--- src/include/shc_defines.svh ---
`ifndef SHC_DEFINES_SVH
`define SHC_DEFINES_SVH

// Header values as {bit0, bit1} of the block
`define SHC_HDR_ONE 2'h1
`define SHC_HDR_ZERO 2'h2
`define SHC_PAY_LSB 2
`define SHC_PAY_MSB 65

// Multiblock geometry
`define SHC_MB_LAST 5'h1f
`define SHC_MB_FILL 6'h20

// Header stream layout, bit 0 from the first block
`define SHC_END_OF_MULTIBLOCK_PATTERN_MSB 31
`define SHC_END_OF_MULTIBLOCK_PATTERN_LSB 27
`define SHC_END_OF_MULTIBLOCK_PATTERN_PAT 5'h10
`define SHC_END_OF_EXTENDED_MULTIBLOCK_FLAG_BIT 22
`define SHC_PILOT_ONES 32'h00a8_8888
`define SHC_CRC_GROUPS 4
`define SHC_CRC_GRP_BITS 3
`define SHC_CRC_GRP_STRIDE 4
`define SHC_CRC_POLY 12'h987

// Header stream modes
`define SHC_MODE_CRC12 2'h0

// Alignment counts, in blocks; SHC_FEC_CONFIRM in multiblocks
`define SHC_LOCK_CNT 7'h40
`define SHC_BAD_CNT 5'h10
`define SHC_SLIP_HOLD 3'h4
`define SHC_FEC_CONFIRM 3'h4
`define SHC_CRC_MIN_LAT 7'h2e
`define SHC_AGE_MAX 7'h7f

`endif

--- src/include/shc_pkg.sv ---
package shc_pkg;
  typedef enum logic [1:0] {SHC_BLK_SEARCH, SHC_BLK_LOCKED} shc_blk_state_e;
  typedef enum logic [1:0] {SHC_MB_HUNT, SHC_MB_CONFIRM, SHC_MB_LOCK}
    shc_mb_state_e;
  typedef logic [63:0] shc_payload_t;
  // {end of extended multiblock, end of multiblock, first block, payload}
  typedef logic [66:0] shc_beat_t;
  typedef logic [31:0] shc_stream_t;
  typedef logic [11:0] shc_crc_t;
endpackage : shc_pkg

--- src/rtl/shc_buf2.sv ---
`timescale 1ns/1ps
`default_nettype none

module shc_buf2 (
  // Clock and reset
  input wire logic clk,
  input wire logic rst_n,
  // Filling side
  input wire logic in_valid,
  output logic in_ready,
  input wire shc_pkg::shc_beat_t in_data,
  // Draining side
  output logic out_valid,
  input wire logic out_ready,
  output var shc_pkg::shc_beat_t out_data
);
  import shc_pkg::*;

  logic [1:0] cnt;
  logic [1:0] next_cnt;
  shc_beat_t ent1;
  shc_beat_t next_ent0;
  shc_beat_t next_ent1;
  logic push;
  logic pop;

  assign in_ready = (cnt != 2'h2);
  assign out_valid = (cnt != 2'h0);
  assign push = in_valid & in_ready;
  assign pop = out_valid & out_ready;

  always_comb
  begin
    next_cnt = cnt;
    next_ent0 = out_data;
    next_ent1 = ent1;
    if (push && !pop)
    begin
      next_cnt = cnt + 2'h1;
      if (cnt == 2'h0)
        next_ent0 = in_data;
      else
        next_ent1 = in_data;
    end
    else if (pop && !push)
    begin
      next_cnt = cnt - 2'h1;
      next_ent0 = ent1;
    end
    else if (pop && push)
    begin
      if (cnt == 2'h1)
        next_ent0 = in_data;
      else
      begin
        next_ent0 = ent1;
        next_ent1 = in_data;
      end
    end
  end

  always_ff @(posedge clk)
  begin
    if (!rst_n)
    begin
      cnt <= 2'h0;
      out_data <= '0;
      ent1 <= '0;
    end
    else
    begin
      cnt <= next_cnt;
      out_data <= next_ent0;
      ent1 <= next_ent1;
    end
  end
endmodule : shc_buf2

`default_nettype wire

--- src/rtl/shc_rx.sv ---
`timescale 1ns/1ps
`default_nettype none
`include "shc_defines.svh"

// Function
// Transmitted block header bits always differ: 01 or 10.
// Find block boundary where a header transition repeats every 66 bits.
// A 00 or 11 header at the boundary flags possible alignment loss.
// After repeated bad headers ask for SYSREF and restart the search.
// Header 01 carries a one, header 10 carries a zero.
// Header bits of one multiblock gather in order into a 32-bit word.
// Stream carries parity or error correction; no short parity, no commands.
// Last five bits of every stream word are 00001.
// In parity mode 00001 appears only at the word end.
// In correction mode confirm the end position over several multiblocks.
// Stream bit 22 is one in the last multiblock of an extended one.
// Twelve parity bits cover the scrambled payload of all 32 blocks.
// Parity of one multiblock travels in the next multiblock's stream.
// Recompute parity, compare with the next word, report a mismatch.
// An error in a multiblock's first bit shows no sooner than 46 blocks.
// Mode select value zero means 12-bit parity mode.
// In parity mode all seven command positions are zero.
// Fixed ones make the end unique: lock after one multiblock.
// Payload is scrambled, header sits at bits 0 to 1 of 66.
// An extended multiblock holds E multiblocks, E may be one.
// SYSREF resets the local extended multiblock clock phase.
// Lock after a count of good headers, drop after a count of bad.
// Parity bit placement follows the standard 12-bit parity mapping.
module shc_rx (
  // Clock and reset
  input wire logic clk,
  input wire logic rst_n,
  // Blocks from the gearbox
  input wire logic [65:0] rx_block,
  input wire logic rx_valid,
  output logic rx_ready,
  output logic rx_slip,
  // SYSREF
  input wire logic sysref,
  output logic sysref_request,
  // Configuration
  input wire logic [1:0] header_stream_mode_select,
  input wire logic [4:0] emb_len_m1,
  // Payload stream
  output var shc_pkg::shc_payload_t out_data,
  output logic out_valid,
  input wire logic out_ready,
  output logic out_mb_start,
  output logic end_of_multiblock_pattern,
  output logic end_of_extended_multiblock_flag,
  // Status
  output logic block_locked,
  output logic multiblock_locked,
  output logic header_error,
  output logic crc_error,
  output var shc_pkg::shc_stream_t header_stream_word,
  output logic header_stream_valid,
  output logic local_extended_multiblock_clock
);
  import shc_pkg::*;

  function automatic shc_crc_t crc_step(input shc_crc_t c_in,
                                        input shc_payload_t d);
    shc_crc_t c;
    logic fb;
    c = c_in;
    for (int i = 0; i < 64; i++)
    begin
      fb = c[11] ^ d[i];
      c = {c[10:0], 1'b0};
      if (fb)
        c = c ^ `SHC_CRC_POLY;
    end
    return c;
  endfunction : crc_step

  // Parity word carried in a stream word, CRC[11] in bit 0
  function automatic shc_crc_t crc_extract(input shc_stream_t w);
    shc_crc_t c;
    c = '0;
    for (int g = 0; g < `SHC_CRC_GROUPS; g++)
      for (int k = 0; k < `SHC_CRC_GRP_BITS; k++)
        c[11 - (g * `SHC_CRC_GRP_BITS + k)] = w[g * `SHC_CRC_GRP_STRIDE + k];
    return c;
  endfunction : crc_extract

  logic sysref_meta;
  logic sysref_sync;
  logic sysref_last;
  logic sysref_edge;
  logic accept;
  logic [1:0] hdr;
  logic hdr_ok;
  logic hdr_bit;
  shc_payload_t payload;

  always_ff @(posedge clk)
  begin
    if (!rst_n)
    begin
      sysref_meta <= 1'b0;
      sysref_sync <= 1'b0;
      sysref_last <= 1'b0;
    end
    else
    begin
      sysref_meta <= sysref;
      sysref_sync <= sysref_meta;
      sysref_last <= sysref_sync;
    end
  end

  assign sysref_edge = sysref_sync & ~sysref_last;
  assign accept = rx_valid & rx_ready;
  assign hdr = {rx_block[0], rx_block[1]};
  assign hdr_ok = (hdr == `SHC_HDR_ONE) || (hdr == `SHC_HDR_ZERO);
  assign hdr_bit = (hdr == `SHC_HDR_ONE);
  assign payload = rx_block[`SHC_PAY_MSB:`SHC_PAY_LSB];

  // Block alignment
  shc_blk_state_e blk_state;
  shc_blk_state_e next_blk_state;
  logic [6:0] good_cnt;
  logic [6:0] next_good_cnt;
  logic [4:0] bad_cnt;
  logic [4:0] next_bad_cnt;
  logic [2:0] hold_cnt;
  logic [2:0] next_hold_cnt;
  logic next_slip;
  logic next_sysreq;
  logic next_hdr_err;

  always_comb
  begin
    next_blk_state = blk_state;
    next_good_cnt = good_cnt;
    next_bad_cnt = bad_cnt;
    next_hold_cnt = hold_cnt;
    next_slip = 1'b0;
    next_sysreq = 1'b0;
    next_hdr_err = 1'b0;
    if (accept)
    begin
      case (blk_state)
        SHC_BLK_SEARCH:
        begin
          if (hold_cnt != 3'h0)
            next_hold_cnt = hold_cnt - 3'h1;
          else if (hdr_ok)
          begin
            if (good_cnt == `SHC_LOCK_CNT - 7'h01)
            begin
              next_blk_state = SHC_BLK_LOCKED;
              next_good_cnt = 7'h00;
              next_bad_cnt = 5'h00;
            end
            else
              next_good_cnt = good_cnt + 7'h01;
          end
          else
          begin
            // Shift the candidate boundary by one bit
            next_slip = 1'b1;
            next_good_cnt = 7'h00;
            next_hold_cnt = `SHC_SLIP_HOLD;
          end
        end
        SHC_BLK_LOCKED:
        begin
          if (hdr_ok)
            next_bad_cnt = 5'h00;
          else
          begin
            next_hdr_err = 1'b1;
            if (bad_cnt == `SHC_BAD_CNT - 5'h01)
            begin
              next_blk_state = SHC_BLK_SEARCH;
              next_bad_cnt = 5'h00;
              next_sysreq = 1'b1;
            end
            else
              next_bad_cnt = bad_cnt + 5'h01;
          end
        end
        default:
          next_blk_state = SHC_BLK_SEARCH;
      endcase
    end
  end

  always_ff @(posedge clk)
  begin
    if (!rst_n)
    begin
      blk_state <= SHC_BLK_SEARCH;
      good_cnt <= 7'h00;
      bad_cnt <= 5'h00;
      hold_cnt <= 3'h0;
      rx_slip <= 1'b0;
      sysref_request <= 1'b0;
      header_error <= 1'b0;
    end
    else
    begin
      blk_state <= next_blk_state;
      good_cnt <= next_good_cnt;
      bad_cnt <= next_bad_cnt;
      hold_cnt <= next_hold_cnt;
      rx_slip <= next_slip;
      sysref_request <= next_sysreq;
      header_error <= next_hdr_err;
    end
  end

  assign block_locked = (blk_state == SHC_BLK_LOCKED);

  // Multiblock alignment and parity check
  shc_mb_state_e mb_state;
  shc_mb_state_e next_mb_state;
  shc_stream_t sh_sr;
  shc_stream_t next_sh;
  shc_stream_t next_sh_word;
  logic [4:0] blk_cnt;
  logic [4:0] next_blk_cnt;
  logic [5:0] fill_cnt;
  logic [5:0] next_fill_cnt;
  logic [2:0] confirm_cnt;
  logic [2:0] next_confirm_cnt;
  shc_crc_t crc_acc;
  shc_crc_t next_crc_acc;
  shc_crc_t crc_sum;
  shc_crc_t crc_prev;
  shc_crc_t next_crc_prev;
  logic prev_ok;
  logic next_prev_ok;
  logic next_crc_err;
  logic next_sh_valid;
  logic crc_mode;
  logic end_seen;
  logic word_ok;

  assign crc_mode = (header_stream_mode_select == `SHC_MODE_CRC12);
  assign next_sh = {hdr_bit, sh_sr[31:1]};
  assign crc_sum = crc_step(crc_acc, payload);
  assign end_seen = (next_sh[`SHC_END_OF_MULTIBLOCK_PATTERN_MSB:`SHC_END_OF_MULTIBLOCK_PATTERN_LSB] == `SHC_END_OF_MULTIBLOCK_PATTERN_PAT)
                    && (fill_cnt >= `SHC_MB_FILL - 6'h01);
  // Fixed ones make the end pattern unique in parity mode
  assign word_ok = end_seen && (!crc_mode ||
                   ((next_sh & `SHC_PILOT_ONES) == `SHC_PILOT_ONES));

  always_comb
  begin
    next_mb_state = mb_state;
    next_blk_cnt = blk_cnt;
    next_fill_cnt = fill_cnt;
    next_confirm_cnt = confirm_cnt;
    next_crc_acc = crc_acc;
    next_crc_prev = crc_prev;
    next_prev_ok = prev_ok;
    next_crc_err = 1'b0;
    next_sh_valid = 1'b0;
    next_sh_word = header_stream_word;
    if (!block_locked)
    begin
      next_mb_state = SHC_MB_HUNT;
      next_fill_cnt = 6'h00;
    end
    else if (accept && !hdr_ok)
    begin
      next_mb_state = SHC_MB_HUNT;
      next_fill_cnt = 6'h00;
    end
    else if (accept)
    begin
      if (fill_cnt != `SHC_MB_FILL)
        next_fill_cnt = fill_cnt + 6'h01;
      case (mb_state)
        SHC_MB_HUNT:
        begin
          if (word_ok)
          begin
            next_blk_cnt = 5'h00;
            next_crc_acc = '0;
            next_prev_ok = 1'b0;
            next_confirm_cnt = 3'h0;
            next_mb_state = crc_mode ? SHC_MB_LOCK : SHC_MB_CONFIRM;
          end
        end
        SHC_MB_CONFIRM:
        begin
          if (blk_cnt == `SHC_MB_LAST)
          begin
            next_blk_cnt = 5'h00;
            if (!word_ok)
              next_mb_state = SHC_MB_HUNT;
            else if (confirm_cnt == `SHC_FEC_CONFIRM - 3'h1)
            begin
              next_mb_state = SHC_MB_LOCK;
              next_crc_acc = '0;
              next_prev_ok = 1'b0;
            end
            else
              next_confirm_cnt = confirm_cnt + 3'h1;
          end
          else
            next_blk_cnt = blk_cnt + 5'h01;
        end
        SHC_MB_LOCK:
        begin
          if (blk_cnt == `SHC_MB_LAST)
          begin
            next_blk_cnt = 5'h00;
            next_sh_word = next_sh;
            next_sh_valid = 1'b1;
            if (!word_ok)
              next_mb_state = SHC_MB_HUNT;
            else
            begin
              // Parity of the previous multiblock arrives in this word
              if (crc_mode && prev_ok && crc_extract(next_sh) != crc_prev)
                next_crc_err = 1'b1; // see R13 see R14
              next_crc_prev = crc_sum;
              next_prev_ok = 1'b1;
              next_crc_acc = '0;
            end
          end
          else
          begin
            next_blk_cnt = blk_cnt + 5'h01;
            next_crc_acc = crc_sum;
          end
        end
        default:
          next_mb_state = SHC_MB_HUNT;
      endcase
    end
  end

  always_ff @(posedge clk)
  begin
    if (!rst_n)
    begin
      mb_state <= SHC_MB_HUNT;
      sh_sr <= '0;
      blk_cnt <= 5'h00;
      fill_cnt <= 6'h00;
      confirm_cnt <= 3'h0;
      crc_acc <= '0;
      crc_prev <= '0;
      prev_ok <= 1'b0;
      crc_error <= 1'b0;
      header_stream_word <= '0;
      header_stream_valid <= 1'b0;
    end
    else
    begin
      mb_state <= next_mb_state;
      if (accept)
        sh_sr <= next_sh;
      blk_cnt <= next_blk_cnt;
      fill_cnt <= next_fill_cnt;
      confirm_cnt <= next_confirm_cnt;
      crc_acc <= next_crc_acc;
      crc_prev <= next_crc_prev;
      prev_ok <= next_prev_ok;
      crc_error <= next_crc_err;
      header_stream_word <= next_sh_word;
      header_stream_valid <= next_sh_valid;
    end
  end

  assign multiblock_locked = (mb_state == SHC_MB_LOCK);

  // Local extended multiblock clock
  logic [4:0] local_extended_multiblock_clock_blk;
  logic [4:0] next_local_extended_multiblock_clock_blk;
  logic [4:0] local_extended_multiblock_clock_mb;
  logic [4:0] next_local_extended_multiblock_clock_mb;
  logic next_local_extended_multiblock_clock_pulse;

  always_comb
  begin
    next_local_extended_multiblock_clock_blk = local_extended_multiblock_clock_blk;
    next_local_extended_multiblock_clock_mb = local_extended_multiblock_clock_mb;
    next_local_extended_multiblock_clock_pulse = 1'b0;
    if (sysref_edge)
    begin
      next_local_extended_multiblock_clock_blk = 5'h00;
      next_local_extended_multiblock_clock_mb = 5'h00;
    end
    else if (accept)
    begin
      if (local_extended_multiblock_clock_blk == `SHC_MB_LAST)
      begin
        next_local_extended_multiblock_clock_blk = 5'h00;
        if (local_extended_multiblock_clock_mb >= emb_len_m1)
        begin
          next_local_extended_multiblock_clock_mb = 5'h00;
          next_local_extended_multiblock_clock_pulse = 1'b1;
        end
        else
          next_local_extended_multiblock_clock_mb = local_extended_multiblock_clock_mb + 5'h01;
      end
      else
        next_local_extended_multiblock_clock_blk = local_extended_multiblock_clock_blk + 5'h01;
    end
  end

  always_ff @(posedge clk)
  begin
    if (!rst_n)
    begin
      local_extended_multiblock_clock_blk <= 5'h00;
      local_extended_multiblock_clock_mb <= 5'h00;
      local_extended_multiblock_clock <= 1'b0;
    end
    else
    begin
      local_extended_multiblock_clock_blk <= next_local_extended_multiblock_clock_blk;
      local_extended_multiblock_clock_mb <= next_local_extended_multiblock_clock_mb;
      local_extended_multiblock_clock <= next_local_extended_multiblock_clock_pulse;
    end
  end

  // Payload into the two-entry buffer
  logic push;
  logic beat_end_of_multiblock_pattern;
  shc_beat_t beat_in;
  shc_beat_t beat_out;

  assign push = accept && block_locked && hdr_ok && multiblock_locked;
  assign beat_end_of_multiblock_pattern = (blk_cnt == `SHC_MB_LAST);
  assign beat_in = {beat_end_of_multiblock_pattern & next_sh[`SHC_END_OF_EXTENDED_MULTIBLOCK_FLAG_BIT],
                    beat_end_of_multiblock_pattern, (blk_cnt == 5'h00), payload};

  shc_buf2 u_buf (
    .clk(clk),
    .rst_n(rst_n),
    .in_valid(push),
    .in_ready(rx_ready),
    .in_data(beat_in),
    .out_valid(out_valid),
    .out_ready(out_ready),
    .out_data(beat_out)
  );

  assign out_data = beat_out[63:0];
  assign out_mb_start = beat_out[64];
  assign end_of_multiblock_pattern = beat_out[65];
  assign end_of_extended_multiblock_flag = beat_out[66];

  // Blocks since multiblock lock, for latency checking
  logic [6:0] lock_age;
  always_ff @(posedge clk)
  begin
    if (!rst_n || !multiblock_locked)
      lock_age <= 7'h00;
    else if (accept && lock_age != `SHC_AGE_MAX)
      lock_age <= lock_age + 7'h01;
  end
endmodule : shc_rx

`default_nettype wire

--- config.mk ---
export PLATFORM = sky130hd
export DESIGN_NAME = shc_rx
export DESIGN_NICKNAME = d
export VERILOG_FILES = /design/src/include/shc_pkg.sv /design/src/rtl/shc_buf2.sv /design/src/rtl/shc_rx.sv
export VERILOG_INCLUDE_DIRS = /design/src /design/src/include
export SDC_FILE = /design/constraint.sdc
export NUM_CORES = 1
export LEC_CHECK = 0
export ABC_CLOCK_PERIOD_IN_PS = 10100
export BUFFER_PORTS_ARGS = -buffer_cell sky130_fd_sc_hd__buf_2
export CAP_MARGIN = 30
export CORE_AREA = 2 2 175 177
export CTS_BUF_LIST = sky130_fd_sc_hd__clkbuf_4 sky130_fd_sc_hd__clkbuf_8
export CTS_CLUSTER_DIAMETER = 100
export CTS_CLUSTER_SIZE = 30
export DETAILED_ROUTE_END_ITERATION = 10
export DIE_AREA = 0 0 177 179
export PLACE_DENSITY = 0.73
export SLEW_MARGIN = 20
export SYNTH_ARGS = -nofsm -noshare
export SYNTH_HDL_FRONTEND = slang
export SYNTH_SLANG_ARGS = --single-unit
--- constraint.sdc ---
create_clock -name clk -period 10.1 [get_ports clk]
set_input_delay 0.505 -clock clk [delete_from_list [all_inputs] [get_ports clk]]
set_output_delay 0.505 -clock clk [all_outputs]
set_load 0.02 [all_outputs]
==> impl_metrics.py <==
metrics = {
    "outcome": {
        "status": "complete, no violations",
    },
    "logic_synthesis": {
        "synth_mux_area_frac": 0.04259,
        "synth_compound_area_frac": 0.1437,
        "yosysTopAreaCell": "dfxtp_1",
        "synth_fa_ha_area_frac": 0.02339,
        "yosysTopAreaCellShare": 0.3550,
        "syn_nets": 1721,
        "ys_seq_elements": 275,
        "seq_area_frac_synth": 0.3550,
        "syn_area_mm2": 0.01551,
        "yosysMostFrequentCell": "nand2_1",
        "synth_xor_area_frac": 0.2627,
        "synthTopCellsByCount": "nand2_1 (378), dfxtp_1 (275), xnor2_1 (151)",
        "async_flop_share": 0,
        "synth_area_leaders": "dfxtp_1 (35%), nand2_1 (9.1%), xnor3_1 (8.7%), xnor2_1 (8.5%), a21boi_0 (6.9%)",
        "synth-simple-area-share": 0.1441,
        "synth_edf_count": 0,
        "syn_avg_cell_area_um2": 9.610,
        "synth_ff_type": "dfxtp_1",
        "postSynthCellCount": 1614,
        "ys_warn_count": 0,
        "ys_types": 53,
        "synth_top_family_by_area": "XOR/XNOR gates",
    },
    "setup_path": {
        "cp_num_buf_inv": 0,
        "arrival_ns": 6.75,
        "critPathMaxStageDelay_ns": 0.55,
        "worstPathMaxFanout": 4,
        "path_cells": "xor3_1, xor3_1, xor2_1, xnor3_1, xnor2_1, xnor3_1, xnor3_2, xor2_1, xnor3_1, xnor3_2, xnor3_1, xnor3_2, xnor2_1, o21ai_0, and2_1",
        "required_ns": 10.56,
        "path_common_cell": "xnor3_1",
        "worstSetupStartpointType": "flop",
        "path_delay_family": "XOR/XNOR gates",
        "critical-path-slowest-cell": "xnor3_1",
        "rrSetupSlack_ns": 3.81,
        "criticalPathCategory": "flop to flop",
        "critPathCaptureType": "flop",
    },
    "grt": {
        "grt_pass1_wl_mm": 55.14,
        "grt-ovfl-total": 0,
        "antenna_found_initial": 0,
        "first_global_vias": 10490,
        "grtUsageTotal": 0.2144,
        "grt_max_degree": 140,
    },
    "placement": {
        "portBuffers": 186,
        "hpwl_mm": 25.17,
        "gp_congestion": 0.8887,
    },
    "final_layout": {
        "nNetsFinal": 1846,
        "n_antenna_cell": 0,
        "drive_above_1_share": 0.1444,
        "synthToLayoutAreaGrowth_pct": 9.955,
    },
    "die": {
        "io_pins": 187,
        "fp.dieW_um": 177,
        "die_area_mm2": 0.03168,
        "die_y_um": 179,
        "start_util": 0.5165,
        "core_mm2": 0.03003,
        "num_rows": 64,
    },
    "detailed_routing": {
        "wire_per_inst_um": 16.20,
        "num_vias": 11370,
        "ant_nets": 0,
        "viasPerCell": 5.312,
        "wirelength_mm": 34.69,
        "drt_first_pass_iters": 5,
        "drc_errors": 0,
        "drt_iter0_markers": 739,
    },
    "timing": {
        "fmax_ghz": 0.1590,
        "setup_tns_ns": 0,
        "post-route-period-util": 0.6226,
        "relSlewSlack": 0.4104,
        "layout_min_cycle_time_ns": 6.289,
        "setup_violations": 0,
        "finClkSkew_ns": 0.04722,
        "tightest_slew_ns": 0.8844,
        "grt_setup_unrepaired": "false",
        "slew_violations": 0,
        "hold_violations": 0,
    },
    "clocking": {
        "cts_tree": "yes",
        "path_clk_slew_ns": 0.17,
        "cts_num_sinks": 275,
        "cts_max_path_buffers": 3,
        "cts_setup_buffers": 0,
        "insertion_delay_ns": 0.57,
        "cts_htree_levels": 1,
        "numCtsBuffers": 14,
        "cts-resized-gates": 0,
        "cts_root_buf": "clkbuf_8",
        "postCtsHoldBufs": 0,
    },
    "worst_hold_path": {
        "hold_path.class": "input port to flop",
    },
    "flow_run": {
        "drv_cap": 0,
    },
}
-- cells by family (layout without fill, tap and decap cells) --
group                      Yosys count  after routing
buffers and inverters              118            249
AOI/OAI and AO/OA                  290            290
and+or+nand+nor                    527            527
muxes                               66             66
xor gates and xnor gates           309            309
DFF                                275            275
adders and majority gates           29             29
-- metrics by stage --
| stage | cell area (µm²) | setup WS, ns | util | hold slack [ns] | std cells |
|---|---|---|---|---|---|
| after floorplan | 15510 | 4.234 | - | 0.4104 | 1614 |
| after global placement | 16740 | 3.676 | 0.5574 | 0.4173 | 2117 |
| after detailed placement | 16740 | 3.542 | 0.5575 | 0.4212 | 2117 |
| after CTS | 17030 | 3.788 | 0.5671 | 0.08452 | 2139 |
| after global routing | 17050 | 3.565 | 0.5679 | 0.1043 | 2141 |
| final | 17050 | 3.811 | 0.5679 | 0.1227 | 2141 |
-- per-layer routing --
layer,track usage,wire [µm]
met5,0,0
met4,0.04304,552
met3,0.02523,1532
met2,0.3450,15700
met1,0.3111,16910
-- placed cells by master (no fill, tap or decap), types with 4 or more instances in the layout --
cell type	n
a21boi_0	143
a21oi_1	22
a22oi_1	9
and2_1	12
and3_1	4
buf_2	186
buf_4	11
clkbuf_8	16
dfxtp_1	275
ha_1	29
inv_1	28
mux2i_1	66
nand2_1	377
nand2b_1	7
nand3_1	12
nand4_1	13
nor2_1	45
nor2b_1	19
nor3_1	14
nor3b_1	5
o211a_1	68
o21ai_0	22
o21ai_1	4
xnor2_1	151
xnor2_2	5
xnor3_1	60
xnor3_2	9
xor2_1	59
xor3_1	19
-- path summary, 6_finish.rpt --
kind,startpoint,to,cells past startpoint
hold reg to reg,bad_cnt[4],bad_cnt[4],2
setup / recovery,crc_acc[5],crc_prev[7],15
hold / removal,sysref,sysref_meta,2
setup reg to reg,crc_acc[5],crc_prev[7],15
-- state kept, by name (all words and copies together) (netlist names), 2 cells and up --
register	cells
bad_cnt	5
crc_acc	12
confirm_cnt	3
local_extended_multiblock_clock_mb	5
fill_cnt	6
blk_cnt	5
u_buf.ent1	67
mb_state	2
u_buf.cnt	2
crc_prev	12
local_extended_multiblock_clock_blk	5
hold_cnt	3
header_stream_word	32
u_buf.out_data	67
sh_sr	31
good_cnt	7
-- layout make-up --
| class | count | area [µm²] |
|---|---|---|
| clock inverters | 6 | 68.82 |
| inverters | 28 | 105.1 |
| clock buffers | 16 | 220.2 |
| flip-flops and latches | 275 | 5505 |
| repair buffers | 199 | 1045 |
| well taps | 396 | 495.5 |
| fillers | 2698 | 12970 |
| multi-input cells | 1221 | 9614 |
Power is not shown: default switching activity piles up to over one toggle a cycle in this logic, so the estimate is an artifact.
